===== src/rtl/ffp_pkg.sv =====
// How it works
// - Rising option triggers on clock rising_edge_option
// - Falling option triggers on clock falling_edge_option
// - Outputs change only at the triggering moment
// - Set and clear both high toggles outputs
// - Other combinations behave as set-reset flop
// - Data flop loads data input when triggered
// - Set-clear flop inputs: set, clear, clock
// - Data flop inputs: data, then clock
package ffp_pkg;

  // Trigger edge choice for each flop
  typedef enum logic [1:0] {
    FFP_RISING_EDGE_OPTION  = 2'b01,
    FFP_FALLING_EDGE_OPTION = 2'b10
  } ffp_edge_t;

  // Synchroniser depth and the warm-up count that follows reset
  localparam int unsigned FFP_SYNC_STAGES = 2;
  localparam logic [1:0]  FFP_WARM_DONE   = 2'h2;
  localparam logic [1:0]  FFP_WARM_STEP   = 2'h1;
  localparam logic [1:0]  FFP_WARM_RESET  = 2'h0;

  // Reset values
  localparam logic FFP_Q_RESET    = 1'h0;
  localparam logic FFP_QN_RESET   = 1'h1;
  localparam logic FFP_SYNC_RESET = 1'h0;

  // Bit positions in the synchronised input vector
  localparam int unsigned FFP_IN_WIDTH  = 5;
  localparam int unsigned FFP_IN_SET    = 0;
  localparam int unsigned FFP_IN_CLEAR  = 1;
  localparam int unsigned FFP_IN_JKCLK  = 2;
  localparam int unsigned FFP_IN_DATA   = 3;
  localparam int unsigned FFP_IN_DCLK   = 4;

endpackage


===== src/rtl/ffp_sync.sv =====
`timescale 1ns/10ps
module ffp_sync
  import ffp_pkg::*;
#(
  parameter int unsigned WIDTH = 1
) (
  input  wire logic             clk,
  input  wire logic             rstn,
  input  wire logic [WIDTH-1:0] async_in,
  output logic      [WIDTH-1:0] sync_out
);

  typedef struct packed {
    logic [WIDTH-1:0] first;
    logic [WIDTH-1:0] second;
  } ffp_sync_st_t;

  ffp_sync_st_t st_q;
  ffp_sync_st_t st_d;

  // First stage feeds only the second stage
  always_comb begin
    st_d        = st_q;
    st_d.first  = async_in;
    st_d.second = st_q.first;
  end

  always_ff @(posedge clk or negedge rstn) begin
    if (!rstn) begin
      st_q <= '{first: {WIDTH{FFP_SYNC_RESET}}, second: {WIDTH{FFP_SYNC_RESET}}};
    end else begin
      st_q <= st_d;
    end
  end

  assign sync_out = st_q.second;

endmodule


===== src/rtl/ffp_flops.sv =====
`timescale 1ns/10ps
module ffp_flops
#(
  parameter ffp_pkg::ffp_edge_t SC_EDGE   = ffp_pkg::FFP_RISING_EDGE_OPTION,
  parameter ffp_pkg::ffp_edge_t DATA_EDGE = ffp_pkg::FFP_RISING_EDGE_OPTION
) (
  input  wire logic clk,
  input  wire logic rstn,
  input  wire logic sc_set,
  input  wire logic sc_clear,
  input  wire logic sc_clock,
  input  wire logic data_in,
  input  wire logic data_clock,
  output logic      sc_q,
  output logic      sc_q_n,
  output logic      data_q,
  output logic      data_q_n
);
  import ffp_pkg::*;

  // Action of the set-clear flop in one cycle; hold also covers no trigger
  typedef enum logic [3:0] {
    FFP_SC_HOLD   = 4'b0001,
    FFP_SC_SET    = 4'b0010,
    FFP_SC_CLEAR  = 4'b0100,
    FFP_SC_TOGGLE = 4'b1000
  } ffp_sc_act_t;

  // Action of the data flop in one cycle
  typedef enum logic [1:0] {
    FFP_DATA_HOLD = 2'b01,
    FFP_DATA_LOAD = 2'b10
  } ffp_data_act_t;

  // Stored part of one flop: last clock sample and both outputs
  typedef struct packed {
    logic clk_prev;
    logic q;
    logic q_n;
  } ffp_flop_t;

  // Whole state of the module outside the synchroniser, registered as one word
  typedef struct packed {
    logic [1:0] warm;
    ffp_flop_t  sc;
    ffp_flop_t  data;
  } ffp_state_t;

  localparam ffp_flop_t FFP_FLOP_RESET = '{
    clk_prev: FFP_SYNC_RESET,
    q:        FFP_Q_RESET,
    q_n:      FFP_QN_RESET
  };

  localparam ffp_state_t FFP_STATE_RESET = '{
    warm: FFP_WARM_RESET,
    sc:   FFP_FLOP_RESET,
    data: FFP_FLOP_RESET
  };

  // Slot of each flop in the per-flop edge vectors
  localparam int unsigned FFP_FLOP_SC    = 0;
  localparam int unsigned FFP_FLOP_DATA  = 1;
  localparam int unsigned FFP_FLOP_COUNT = 2;

  localparam ffp_edge_t FFP_EDGE_SEL [FFP_FLOP_COUNT] = '{SC_EDGE, DATA_EDGE};

  // Synchronised pins, edge detection and the decoded action of each flop
  ffp_state_t                         st_q;
  ffp_state_t                         st_d;
  logic          [FFP_IN_WIDTH-1:0]   pins;
  logic          [FFP_IN_WIDTH-1:0]   syn;
  logic                               set_s;
  logic                               clear_s;
  logic                               sc_clk_s;
  logic                               data_s;
  logic                               data_clk_s;
  logic          [FFP_FLOP_COUNT-1:0] clk_s;
  logic          [FFP_FLOP_COUNT-1:0] clk_prev;
  logic          [FFP_FLOP_COUNT-1:0] rise;
  logic          [FFP_FLOP_COUNT-1:0] fall;
  logic          [FFP_FLOP_COUNT-1:0] trig;
  logic                               warm_ok;
  logic                               sc_trig;
  logic                               data_trig;
  ffp_sc_act_t                        sc_act;
  ffp_data_act_t                      data_act;

  // Input order per flop: set, clear, clock; then data, clock
  assign pins = {data_clock, data_in, sc_clock, sc_clear, sc_set};

  ffp_sync #(
    .WIDTH (FFP_IN_WIDTH)
  ) u_sync (
    .clk      (clk),
    .rstn     (rstn),
    .async_in (pins),
    .sync_out (syn)
  );

  // Each synchronised pin under the name of its role
  assign set_s      = syn[FFP_IN_SET];
  assign clear_s    = syn[FFP_IN_CLEAR];
  assign sc_clk_s   = syn[FFP_IN_JKCLK];
  assign data_s     = syn[FFP_IN_DATA];
  assign data_clk_s = syn[FFP_IN_DCLK];
  assign clk_s      = {data_clk_s, sc_clk_s};
  assign clk_prev   = {st_q.data.clk_prev, st_q.sc.clk_prev};

  function automatic logic edge_pick(ffp_edge_t sel, logic rise_in, logic fall_in);
    logic hit;
    hit = 1'b0;
    unique case (sel)
      FFP_RISING_EDGE_OPTION:  hit = rise_in;
      FFP_FALLING_EDGE_OPTION: hit = fall_in;
      default:                 hit = 1'b0;
    endcase
    return hit;
  endfunction

  // Both inputs high toggles; other pairs act as a plain set-reset flop
  function automatic ffp_sc_act_t sc_decode(logic trig_in, logic set_in, logic clear_in);
    ffp_sc_act_t act;
    act = FFP_SC_HOLD;
    if (trig_in) begin
      unique case ({set_in, clear_in})
        2'b11: act = FFP_SC_TOGGLE;
        2'b10: act = FFP_SC_SET;
        2'b01: act = FFP_SC_CLEAR;
        2'b00: act = FFP_SC_HOLD;
      endcase
    end
    return act;
  endfunction

  function automatic ffp_data_act_t data_decode(logic trig_in);
    ffp_data_act_t act;
    act = FFP_DATA_HOLD;
    if (trig_in) begin
      act = FFP_DATA_LOAD;
    end
    return act;
  endfunction

  // A clock pin already high at reset release still looks like a rising edge:
  // edges count once the synchroniser has refilled, a cycle before clk_prev has
  assign warm_ok = (st_q.warm == FFP_WARM_DONE);

  // Both transitions of each clock pin against its sample one cycle earlier
  for (genvar k = 0; k < FFP_FLOP_COUNT; k++) begin : g_edge
    assign rise[k] = !clk_prev[k] && clk_s[k];
    assign fall[k] = clk_prev[k] && !clk_s[k];
    assign trig[k] = warm_ok && edge_pick(FFP_EDGE_SEL[k], rise[k], fall[k]);
  end

  assign sc_trig   = trig[FFP_FLOP_SC];
  assign data_trig = trig[FFP_FLOP_DATA];
  assign sc_act    = sc_decode(sc_trig, set_s, clear_s);
  assign data_act  = data_decode(data_trig);

  always_comb begin
    st_d               = st_q;
    st_d.sc.clk_prev   = sc_clk_s;
    st_d.data.clk_prev = data_clk_s;
    // Warm-up steps until the edge detectors are armed, then stays
    if (!warm_ok) begin
      st_d.warm = st_q.warm + FFP_WARM_STEP;
    end
    // Outputs move only on a trigger; hold covers every other cycle
    unique case (sc_act)
      FFP_SC_TOGGLE: begin
        st_d.sc.q   = !st_q.sc.q;
        st_d.sc.q_n = st_q.sc.q;
      end
      FFP_SC_SET: begin
        st_d.sc.q   = 1'b1;
        st_d.sc.q_n = 1'b0;
      end
      FFP_SC_CLEAR: begin
        st_d.sc.q   = 1'b0;
        st_d.sc.q_n = 1'b1;
      end
      FFP_SC_HOLD: begin
        st_d.sc.q   = st_q.sc.q;
        st_d.sc.q_n = st_q.sc.q_n;
      end
      default: begin
        st_d.sc.q   = st_q.sc.q;
        st_d.sc.q_n = st_q.sc.q_n;
      end
    endcase
    unique case (data_act)
      FFP_DATA_LOAD: begin
        st_d.data.q   = data_s;
        st_d.data.q_n = !data_s;
      end
      FFP_DATA_HOLD: begin
        st_d.data.q   = st_q.data.q;
        st_d.data.q_n = st_q.data.q_n;
      end
      default: begin
        st_d.data.q   = st_q.data.q;
        st_d.data.q_n = st_q.data.q_n;
      end
    endcase
  end

  // Asynchronous reset loads constants only
  always_ff @(posedge clk or negedge rstn) begin
    if (!rstn) begin
      st_q <= FFP_STATE_RESET;
    end else begin
      st_q <= st_d;
    end
  end

  // Every output comes straight from a register
  assign sc_q     = st_q.sc.q;
  assign sc_q_n   = st_q.sc.q_n;
  assign data_q   = st_q.data.q;
  assign data_q_n = st_q.data.q_n;

endmodule


===== config.mk =====
export PLATFORM = sky130hd
export DESIGN_NAME = ffp_flops
export DESIGN_NICKNAME = d
export VERILOG_FILES = /design/src/rtl/ffp_pkg.sv /design/src/rtl/ffp_sync.sv /design/src/rtl/ffp_flops.sv
export SDC_FILE = /design/constraint.sdc
export NUM_CORES = 1
export LEC_CHECK = 0
export ABC_CLOCK_PERIOD_IN_PS = 3080
export BUFFER_PORTS_ARGS = -buffer_cell sky130_fd_sc_hd__buf_2
export CAP_MARGIN = 20
export CORE_AREA = 2 2 39 41
export CTS_CLUSTER_SIZE = 10
export DETAILED_ROUTE_END_ITERATION = 8
export DIE_AREA = 0 0 41 43
export PLACE_DENSITY_LB_ADDON = 0.08
export SYNTH_ARGS = -nofsm -noshare
export SYNTH_HDL_FRONTEND = slang
export SYNTH_SLANG_ARGS = --single-unit
export TNS_END_PERCENT = 30

===== constraint.sdc =====
create_clock -name clk -period 3.08 [get_ports clk]
set_input_delay 0.462 -clock clk [delete_from_list [all_inputs] [get_ports clk]]
set_output_delay 0.462 -clock clk [all_outputs]
set_load 0.05 [all_outputs]

Word-level counts from Yosys, hierarchy flattened
Index checks and enable logic that the tools add are counted.
Word-level totals
  logic and storage cells: 32
  input port bits: 7
  register bits after elaboration: 18
  output and inout bits: 4
Cells by class
  muxes and demuxes: 4
  add/subtract/negate cells: 1
  reduce and logical (&&, ||, !) cells: 10
  equal/unequal tests: 8
Operators by type and width (count)
  one-hot mux 4 bit (4 select lines): 1
  == test 2 bit (second input constant): 4
  one-hot mux 2 bit (3 select lines): 1
  == test 4 x 2 -> 1 bit (second input constant): 1
  == test 4 x 3 -> 1 bit (second input constant): 1
  == test 4 bit (second input constant): 1
  logical AND 1 bit: 4
  logical NOT 1 bit: 4
  2-to-1 mux 4 bit: 1
  nonzero test 3 bit: 1
  adder 2 x 1 -> 2 bit (second input constant): 1
  == test 2 x 1 -> 1 bit (second input constant): 1
  logical NOT 2 bit: 1
  2-to-1 mux 2 bit: 1

Longest topological paths before layout
Gate-level depths: netlist (run 1).
  depth in word-level cells: 6
  depth in mapped cells: 4
  depth with buffers taken out: 4

Cells and area by module
A second synthesis (run 1) with hierarchy kept.
Unflattened totals
  cell total of the unflattened synthesis: 33
  area, all modules: 583.1 um2
Modules (own cells, without submodules)
  ffp_flops: instances 1, sequential area each 202.7 um2, area each 332.8 um2, cells each 23
  ffp_sync: instances 1, sequential area each 250.2 um2, area each 250.2 um2, cells each 10

Worst setup path before layout (run 1)
Ideal clock, no wire load.
  path type: reg2reg
  from: register st_q[6] (netlist bit)
  to: register st_q, in the netlist data_q
  arrival time: 1.078 ns
  setup time: 0.125 ns
  cell stages (with the launch flop): 5
  period minus slack after synthesis: 1.203 ns
  slack: 1.877 ns
  required time: 2.955 ns
  buffers on the path: 0
  cell sequence: dfrtp_1 -> inv_1 -> ha_1 -> nand3b_2 -> mux2_4
Between the ends
  cells in the longest elaborated chain, start to end: 4
Ends and longest elaborated chain
  from (decl): RTL line ffp_flops.sv:69  | ffp_state_t st_q;
  from (signal assigned): RTL line ffp_flops.sv:213  | st_q <= st_d;
  == test 2 bit: RTL line ffp_flops.sv:147  | assign warm_ok = (st_q.warm == FFP_WARM_DONE);
  logical AND 1 bit: RTL line ffp_flops.sv:153  | assign trig[k] = warm_ok && edge_pick(FFP_EDGE_SEL[k], rise[k], fall[k]);
  2-to-1 mux 2 bit: RTL line ffp_flops.sv:139  | if (trig_in) begin
  == test 2 bit: RTL line ffp_flops.sv:192  | unique case (data_act)
Every way passes these cells.
A chain may end at the register's enable or synchronous reset.

Worst setup path in the final report (run 1)
  from: register st_q, in the netlist sc_q_n
  to: output port sc_q_n
RTL lines
  to (decl): RTL line ffp_flops.sv:15  | output logic sc_q_n,
No word-level cell between the ends.

==> impl_metrics.env, run 1 <==
export IMPL_run_status="complete, no violations"
export IMPL_critical_path_reg2reg_endpoint="data_q$_DFFE_PN0N_"
export IMPL_detail_route_vias_per_cell=4.852
export IMPL_worstPathCellList="buf_2"
export IMPL_synth_cells_most_frequent="sky130_fd_sc_hd__dfrtp_1 (16), sky130_fd_sc_hd__inv_1 (3), sky130_fd_sc_hd__mux2i_1 (3)"
export IMPL_dpl_cell_count=58
export IMPL_antenna_found_initial=0
export IMPL_share_seq_of_total_power=0.612
export IMPL_die_height_um=43
export IMPL_ff2ff_setup_slack_ns=1.78
export IMPL_combinationalPowerShare=0.144
export IMPL_slew_at_the_pin_closest_to_its_max_slew_limit_ns=0.3802
export IMPL_route_detailed_wl_per_inst_um=11.67
export IMPL_slowest_stage="sky130_fd_sc_hd__dfstp_2"
export IMPL_post_synth_inst_count=32
export IMPL_edff_count_synth=0
export IMPL_detailedPlace_worstSlack_ns=1.773
export IMPL_finalSetupViolCount=0
export IMPL_h_tree_depth=1
export IMPL_largest_net_degree_at_the_start_of_global_routing=19
export IMPL_endpoint="sc_q_n"
export IMPL_syn_num_nets=40
export IMPL_wire_length_of_the_first_global_routing_pass_mm=1.324
export IMPL_ctsLongestPathBuffers=2
export IMPL_cp_end_kind="primary output"
export IMPL_switching_power_mw=0.1117
export IMPL_floorplan_initialDensity=0.4168
export IMPL_critical_path_cell_count=1
export IMPL_fmax_mhz=654.0
export IMPL_drt_antenna_violating_nets=0
export IMPL_cp_top_family="flip-flops"
export IMPL_yosys_cell_count_top_type="sky130_fd_sc_hd__dfrtp_1"
export IMPL_hold_viol=0
export IMPL_final_nets=55
export IMPL_drt_wl_total_um=712
export IMPL_drc=0
export IMPL_synth_ff_latch_count=18
export IMPL_gr_total_overflow=0
export IMPL_critical_path_class="reg2out"
export IMPL_synth_top_area_frac=0.6941
export IMPL_critPathBufInv=1
export IMPL_setup_repair_after_global_routing_missed_its_margin="no"
export IMPL_grt_usage=0.1172
export IMPL_worst_endpoint_arrival_ns=1.07
export IMPL_boundaryPins=11
export IMPL_ys_types=12
export IMPL_hpwlAfterDp_um=560.9
export IMPL_number_of_sinks_driven_by_the_clock_tree=18
export IMPL_layout_cells_non_filler=61
export IMPL_leakagePower_nw=0.3369
export IMPL_postLayoutSetupSlackWorst_ns=1.551
export IMPL_post_synth_instance_area_sq_um=576.8
export IMPL_maximum_resistive_drop_on_vdd_uv=322.6
export IMPL_dr_total_vias=296
export IMPL_tns_ns=0
export IMPL_placementRows=14
export IMPL_place_congestion=0.6446
export IMPL_drt_iter0_drc=0
export IMPL_layout_worst_path_cycle_share=0.4964
export IMPL_post_synth_top_area_cell="sky130_fd_sc_hd__dfrtp_1"
export IMPL_number_of_iterations_in_the_first_detailed_routing_pass=1
export IMPL_total_power_mw=0.4311
export IMPL_tritoncts="done"
export IMPL_hold_class="in2async"
export IMPL_worstRegToRegCells=4
export IMPL_tritoncts_num_buffers=3
export IMPL_fillCellCount=123
export IMPL_postCtsSetupBuffers=0
export IMPL_die_x_um=41
export IMPL_portBuffers=10
export IMPL_cts_repair_resized=0
export IMPL_hold_worst_slack_ns=0.09049
export IMPL_clock_insertion_delay_worst_skew_ns=0.27
export IMPL_diode_insertion_count_for_antenna_repair=0
export IMPL_ctsHoldBuffers=0
export IMPL_final_max_slew_viol_count=0
export IMPL_die_area_sq_mm=0.001763
export IMPL_start_point_of_the_critical_path="sc_q_n$_DFFE_PN1P_"
export IMPL_timing_max_cap_violations=0
export IMPL_seq_area_frac_synth=0.7852
export IMPL_first_global_vias=349
export IMPL_max_slew_margin=0.7465
export IMPL_core_area_sq_mm=0.001384
export IMPL_worstSetupStartpointType="flip-flop"
export IMPL_cts_root_buffer="sky130_fd_sc_hd__clkbuf_4"
export IMPL_synth_area_per_cell_sq_um=18.03
export IMPL_layout_drive_gt1_share=0.4000
export IMPL_flow_area_growth_from_synthesis_pct=16.05
export IMPL_total_internal_power_mw=0.3194
export IMPL_postSynth_asyncResetShare=1.000
export IMPL_finalClockSkew_ns=0.003806
export IMPL_clock_power_share=0.244
export IMPL_timing_critical_path_required_ns=2.62
export IMPL_pwr_density_cell_mw_per_mm2=644.0
export IMPL_most_used_flip_flop_cell_after_synthesis="sky130_fd_sc_hd__dfrtp_1"
export IMPL_timing_critical_path_slowest_cell_delay_ns=0.54
export IMPL_period_needed_ns=1.529
export IMPL_switching_share=0.2591
export IMPL_cts_reportedPaths_clkPinSlew_ns=0.09
export IMPL_cp_max_fo=2
export IMPL_worst_r2r_startpoint="st_q[6]$_DFFE_PN0P_"
export IMPL_synth_top_cells_by_area="sky130_fd_sc_hd__dfrtp_1 (69%), sky130_fd_sc_hd__dfstp_2 (9.1%), sky130_fd_sc_hd__mux2i_1 (5.2%)"
export IMPL_synth_warnings=0
## stage by stage
step	instance area, sq um	utilization
2_1_floorplan	576.8	-
3_3_place_gp	646.9	0.4675
3_5_place_dp	646.9	0.4675
4_1_cts	669.4	0.4837
5_1_grt	669.4	0.4837
6_report	669.4	0.4837
## cell families after synthesis
group	after synthesis	synth area share
buf+inv	3	0.01952
fa+ha+maj	1	0.02169
simple gates	4	0.06508
xor+xnor	1	0.01519
flops	18	0.7852
mux	4	0.07809
compound gates	1	0.01519
## metal layers
layer / part of all wire / GRT usage / vias up / wire (um)
li1: - / - / 131 / -
met1: 0.37 / 0.1254 / 156 / 266
met2: 0.57 / 0.1875 / 9 / 404
met3: 0.058 / 0.04712 / 0 / 41
met4: 0 / 0.06000 / 0 / 0
met5: 0 / 0 / - / 0
## worst min path at each step
stage / startpoint / end / slack [ns] / cells past startpoint
final: rstn / u_sync.sync_out[0]$_DFF_PN0_ / 0.09 / 1
after CTS: rstn / sc_q$_DFFE_PN0P_ / 0.09 / 1
after global routing: rstn / st_q[7]$_DFFE_PN0P_ / 0.11 / 1
after global placement: u_sync.st_d[0]$_DFF_PN0_ / u_sync.sync_out[0]$_DFF_PN0_ / 0.33 / 0
after floorplan: rstn / clk_prev[0]$_DFF_PN0_ / 0.17 / 0
after detailed placement: u_sync.st_d[1]$_DFF_PN0_ / u_sync.sync_out[1]$_DFF_PN0_ / 0.34 / 0
## flip-flops by register name, summed over array words and instances (netlist names)
register,count
u_sync.sync_out,5
st_q,2
data_q_n,1
sc_q,1
sc_q_n,1
clk_prev,2
data_q,1
u_sync.st_d,5
## worst register-to-register path, stage by stage, from the launching register on
cell and delay (ns):
sky130_fd_sc_hd__dfrtp_1 0.40, sky130_fd_sc_hd__inv_1 0.06, sky130_fd_sc_hd__ha_1 0.28, sky130_fd_sc_hd__nand3b_2 0.14, sky130_fd_sc_hd__mux2_4 0.31
## layout make-up
class	count	area (sq um)	area share
well taps	16	20.02	0.02991
repair buffers	10	50.05	0.07477
inverters	3	11.26	0.01682
clock buffers	3	22.52	0.03364
multi-input cells	11	112.6	0.1682
flip-flops and latches	18	452.9	0.6766
## placed cells by master, fill, tap and decap left out
| master | n |
|---|---|
| sky130_fd_sc_hd__and2_1 | 1 |
| sky130_fd_sc_hd__and4b_2 | 1 |
| sky130_fd_sc_hd__buf_2 | 10 |
| sky130_fd_sc_hd__clkbuf_4 | 3 |
| sky130_fd_sc_hd__dfrtp_1 | 16 |
| sky130_fd_sc_hd__dfstp_2 | 2 |
| sky130_fd_sc_hd__ha_1 | 1 |
| sky130_fd_sc_hd__inv_1 | 3 |
| sky130_fd_sc_hd__mux2_4 | 1 |
| sky130_fd_sc_hd__mux2i_1 | 3 |
| sky130_fd_sc_hd__nand3b_2 | 1 |
| sky130_fd_sc_hd__nand4b_1 | 1 |
| sky130_fd_sc_hd__o22a_1 | 1 |
| sky130_fd_sc_hd__xnor2_1 | 1 |
## power groups by stage
stage                     clock [mW]  combinational [mW]  sequential (mW)
final                          0.105              0.0619            0.264
after global routing           0.121              0.0664            0.266
after CTS                      0.112              0.0631            0.264
after detailed placement           0              0.0631            0.269
after global placement             0              0.0614            0.267
after floorplan                    0              0.0128            0.299
No activity file was read; power rests on OpenSTA's default activity.
==> run 2: changes to the inputs <==
- ABC_CLOCK_PERIOD_IN_PS: 3080 -> 1550
- clock period: 3.08 -> 1.55 ns (I/O delays scaled with it)
==> run 2 against run 1 <==
Final cell count rose by 3.3%. Sequential power rose by 98%. Critical path depth did not move. Non-clock buffer count rose by 1. First-iteration DRC count rose by 1. Largest cell class unchanged. Worst setup slack got worse by 1.3 ns. Design area rose by 3.6%. Clock power rose to 2.6 times the previous value. Clock skew fell by 0.0032 ns. Routed wire length rose by 4.8%. Power rose by 110%. Hold slack got worse by 0.044 ns. Critical endpoint is now data_q_n.
==> impl_metrics.env, run 2 (synthesis results as in run 1) <==
export IMPL_detail_route_vias_per_cell=4.651
export IMPL_gr_total_overflow=0
export IMPL_switching_share=0.2515
export IMPL_final_nets=56
export IMPL_drc=0
export IMPL_die_x_um=41
export IMPL_ctsLongestPathBuffers=2
export IMPL_layout_commonest_cell="sky130_fd_sc_hd__dfrtp_1"
export IMPL_cp_max_fo=2
export IMPL_maximum_resistive_drop_on_vdd_uv=745.4
export IMPL_run_status="complete, no violations"
export IMPL_tritoncts_num_buffers=3
export IMPL_portBuffers=10
export IMPL_wire_length_of_the_first_global_routing_pass_mm=1.166
export IMPL_placementRows=14
export IMPL_clock_insertion_delay_worst_skew_ns=0.28
export IMPL_worst_endpoint_arrival_ns=1.07
export IMPL_slowest_stage="sky130_fd_sc_hd__dfstp_2"
export IMPL_pwr_density_cell_mw_per_mm2=1329
export IMPL_cp_top_family="flip-flops"
export IMPL_postLayoutSetupSlackWorst_ns=0.2430
export IMPL_cp_end_kind="primary output"
export IMPL_drt_wl_total_um=746
export IMPL_postPlaceCellArea_sq_um=646.9
export IMPL_fmax_mhz=765.1
export IMPL_ctsHoldBuffers=1
export IMPL_boundaryPins=11
export IMPL_number_of_sinks_driven_by_the_clock_tree=18
export IMPL_clock_power_share=0.296
export IMPL_cts_repair_resized=0
export IMPL_h_tree_depth=1
export IMPL_die_height_um=43
export IMPL_drt_antenna_violating_nets=0
export IMPL_finalSetupViolCount=0
export IMPL_hold_class="in2reg"
export IMPL_timing_critical_path_required_ns=1.32
export IMPL_place_congestion=0.6460
export IMPL_leakagePower_nw=0.3483
export IMPL_finalInstanceArea_sq_um=693.2
export IMPL_number_of_iterations_in_the_first_detailed_routing_pass=2
export IMPL_antenna_found_initial=0
export IMPL_critPathBufInv=1
export IMPL_core_area_sq_mm=0.001384
export IMPL_grt_usage=0.1060
export IMPL_layout_worst_path_cycle_share=0.8432
export IMPL_hold_worst_slack_ns=0.04608
export IMPL_largest_net_degree_at_the_start_of_global_routing=19
export IMPL_final_max_slew_viol_count=0
export IMPL_detailedPlace_worstSlack_ns=0.2389
export IMPL_setup_repair_after_global_routing_missed_its_margin="no"
export IMPL_hold_viol=0
export IMPL_worstHoldStart="sc_clear"
export IMPL_critical_path_class="reg2out"
export IMPL_dr_total_vias=293
export IMPL_drt_iter0_drc=1
export IMPL_worst_r2r_startpoint="st_q[6]$_DFFE_PN0P_"
export IMPL_period_needed_ns=1.307
export IMPL_finalClockSkew_ns=0.0005911
export IMPL_hpwlAfterDp_um=556.8
export IMPL_route_detailed_wl_per_inst_um=11.84
export IMPL_dpl_cell_count=58
export IMPL_share_seq_of_total_power=0.569
export IMPL_die_area_sq_mm=0.001763
export IMPL_floorplan_initialDensity=0.4168
export IMPL_max_slew_margin=0.7529
export IMPL_postCtsSetupBuffers=0
export IMPL_total_internal_power_mw=0.6893
export IMPL_slew_at_the_pin_closest_to_its_max_slew_limit_ns=0.3706
export IMPL_first_global_vias=281
export IMPL_timing_critical_path_slowest_cell_delay_ns=0.54
export IMPL_tns_ns=0
export IMPL_combinationalPowerShare=0.134
export IMPL_diode_insertion_count_for_antenna_repair=0
export IMPL_layout_cells_most_common_list="sky130_fd_sc_hd__dfrtp_1 (16), sky130_fd_sc_hd__buf_2 (10), sky130_fd_sc_hd__inv_1 (3), sky130_fd_sc_hd__mux2i_1 (3), sky130_fd_sc_hd__clkbuf_4 (3)"
export IMPL_start_point_of_the_critical_path="data_q_n$_DFFE_PN1N_"
export IMPL_flow_area_growth_from_synthesis_pct=20.17
export IMPL_layout_drive_gt1_share=0.4043
export IMPL_fillCellCount=114
export IMPL_switching_power_mw=0.2316
export IMPL_timing_max_cap_violations=0
export IMPL_worstSetupStartpointType="flip-flop"
export IMPL_cts_root_buffer="sky130_fd_sc_hd__clkbuf_4"
export IMPL_tritoncts="done"
export IMPL_cts_reportedPaths_clkPinSlew_ns=0.09
export IMPL_worstPathCellList="buf_2"
export IMPL_layout_cells_non_filler=63
[run 2: changes by cell type in the layout (fill, tap and decap cells not counted)]
cell / change
sky130_fd_sc_hd__dlygate4sd3_1: +1
sky130_fd_sc_hd__clkbuf_8: +1
[run 2: layer usage]
layer	track usage	part of all wire	vias to the layer above
met1	0.1300	0.39	141
met5	0	0	-
met4	0.08000	0.032	0
li1	-	-	137
met3	0.03141	0.054	4
met2	0.1500	0.52	11
[run 2: final timing paths]
path	to	cells after the start	slack [ns]
min reg2reg	u_sync.sync_out[0]$_DFF_PN0_	0	0.36
max in group asynchronous	data_q_n$_DFFE_PN1N_	2	0.86
max	data_q_n	1	0.24
min	u_sync.st_d[1]$_DFF_PN0_	1	0.05
max reg2reg	data_q$_DFFE_PN0N_	4	0.26
min in group asynchronous	sc_q$_DFFE_PN0P_	2	0.39
[run 2: final cells by class]
type | count | area [sq um] | area share
Sequential cell | 18 | 452.9 | 0.6534
Multi-Input combinational cell | 11 | 112.6 | 0.1625
Tap cell | 16 | 20.02 | 0.02888
Inverter | 3 | 11.26 | 0.01625
Timing Repair Buffer | 11 | 60.06 | 0.08664
Clock buffer | 4 | 36.28 | 0.05235
[run 2: stage by stage]
| stage | power, mW | utilization |
|---|---|---|
| 6_report | 0.9209 | 0.5009 |
| 5_1_grt | 0.9665 | 0.5009 |
| 4_1_cts | 0.9354 | 0.5009 |
| 3_5_place_dp | 0.6578 | 0.4675 |
| 3_3_place_gp | 0.6530 | 0.4675 |
| 2_1_floorplan | 0.6198 | - |
[run 2: power groups by stage]
| stage | combinational (mW) | sequential, mW | clock [mW] |
|---|---|---|---|
| CTS | 0.125 | 0.525 | 0.285 |
| global placement | 0.122 | 0.531 | 0 |
| finish | 0.124 | 0.524 | 0.273 |
| floorplan | 0.0253 | 0.594 | 0 |
| global route | 0.133 | 0.528 | 0.305 |
| detailed placement | 0.124 | 0.534 | 0 |
[run 2: worst reg2reg max path: stages, from the launching register on]
cell                       delay (ns)
sky130_fd_sc_hd__dfrtp_1         0.40
sky130_fd_sc_hd__inv_1           0.06
sky130_fd_sc_hd__ha_1            0.28
sky130_fd_sc_hd__nand3b_2        0.14
sky130_fd_sc_hd__mux2_4          0.30
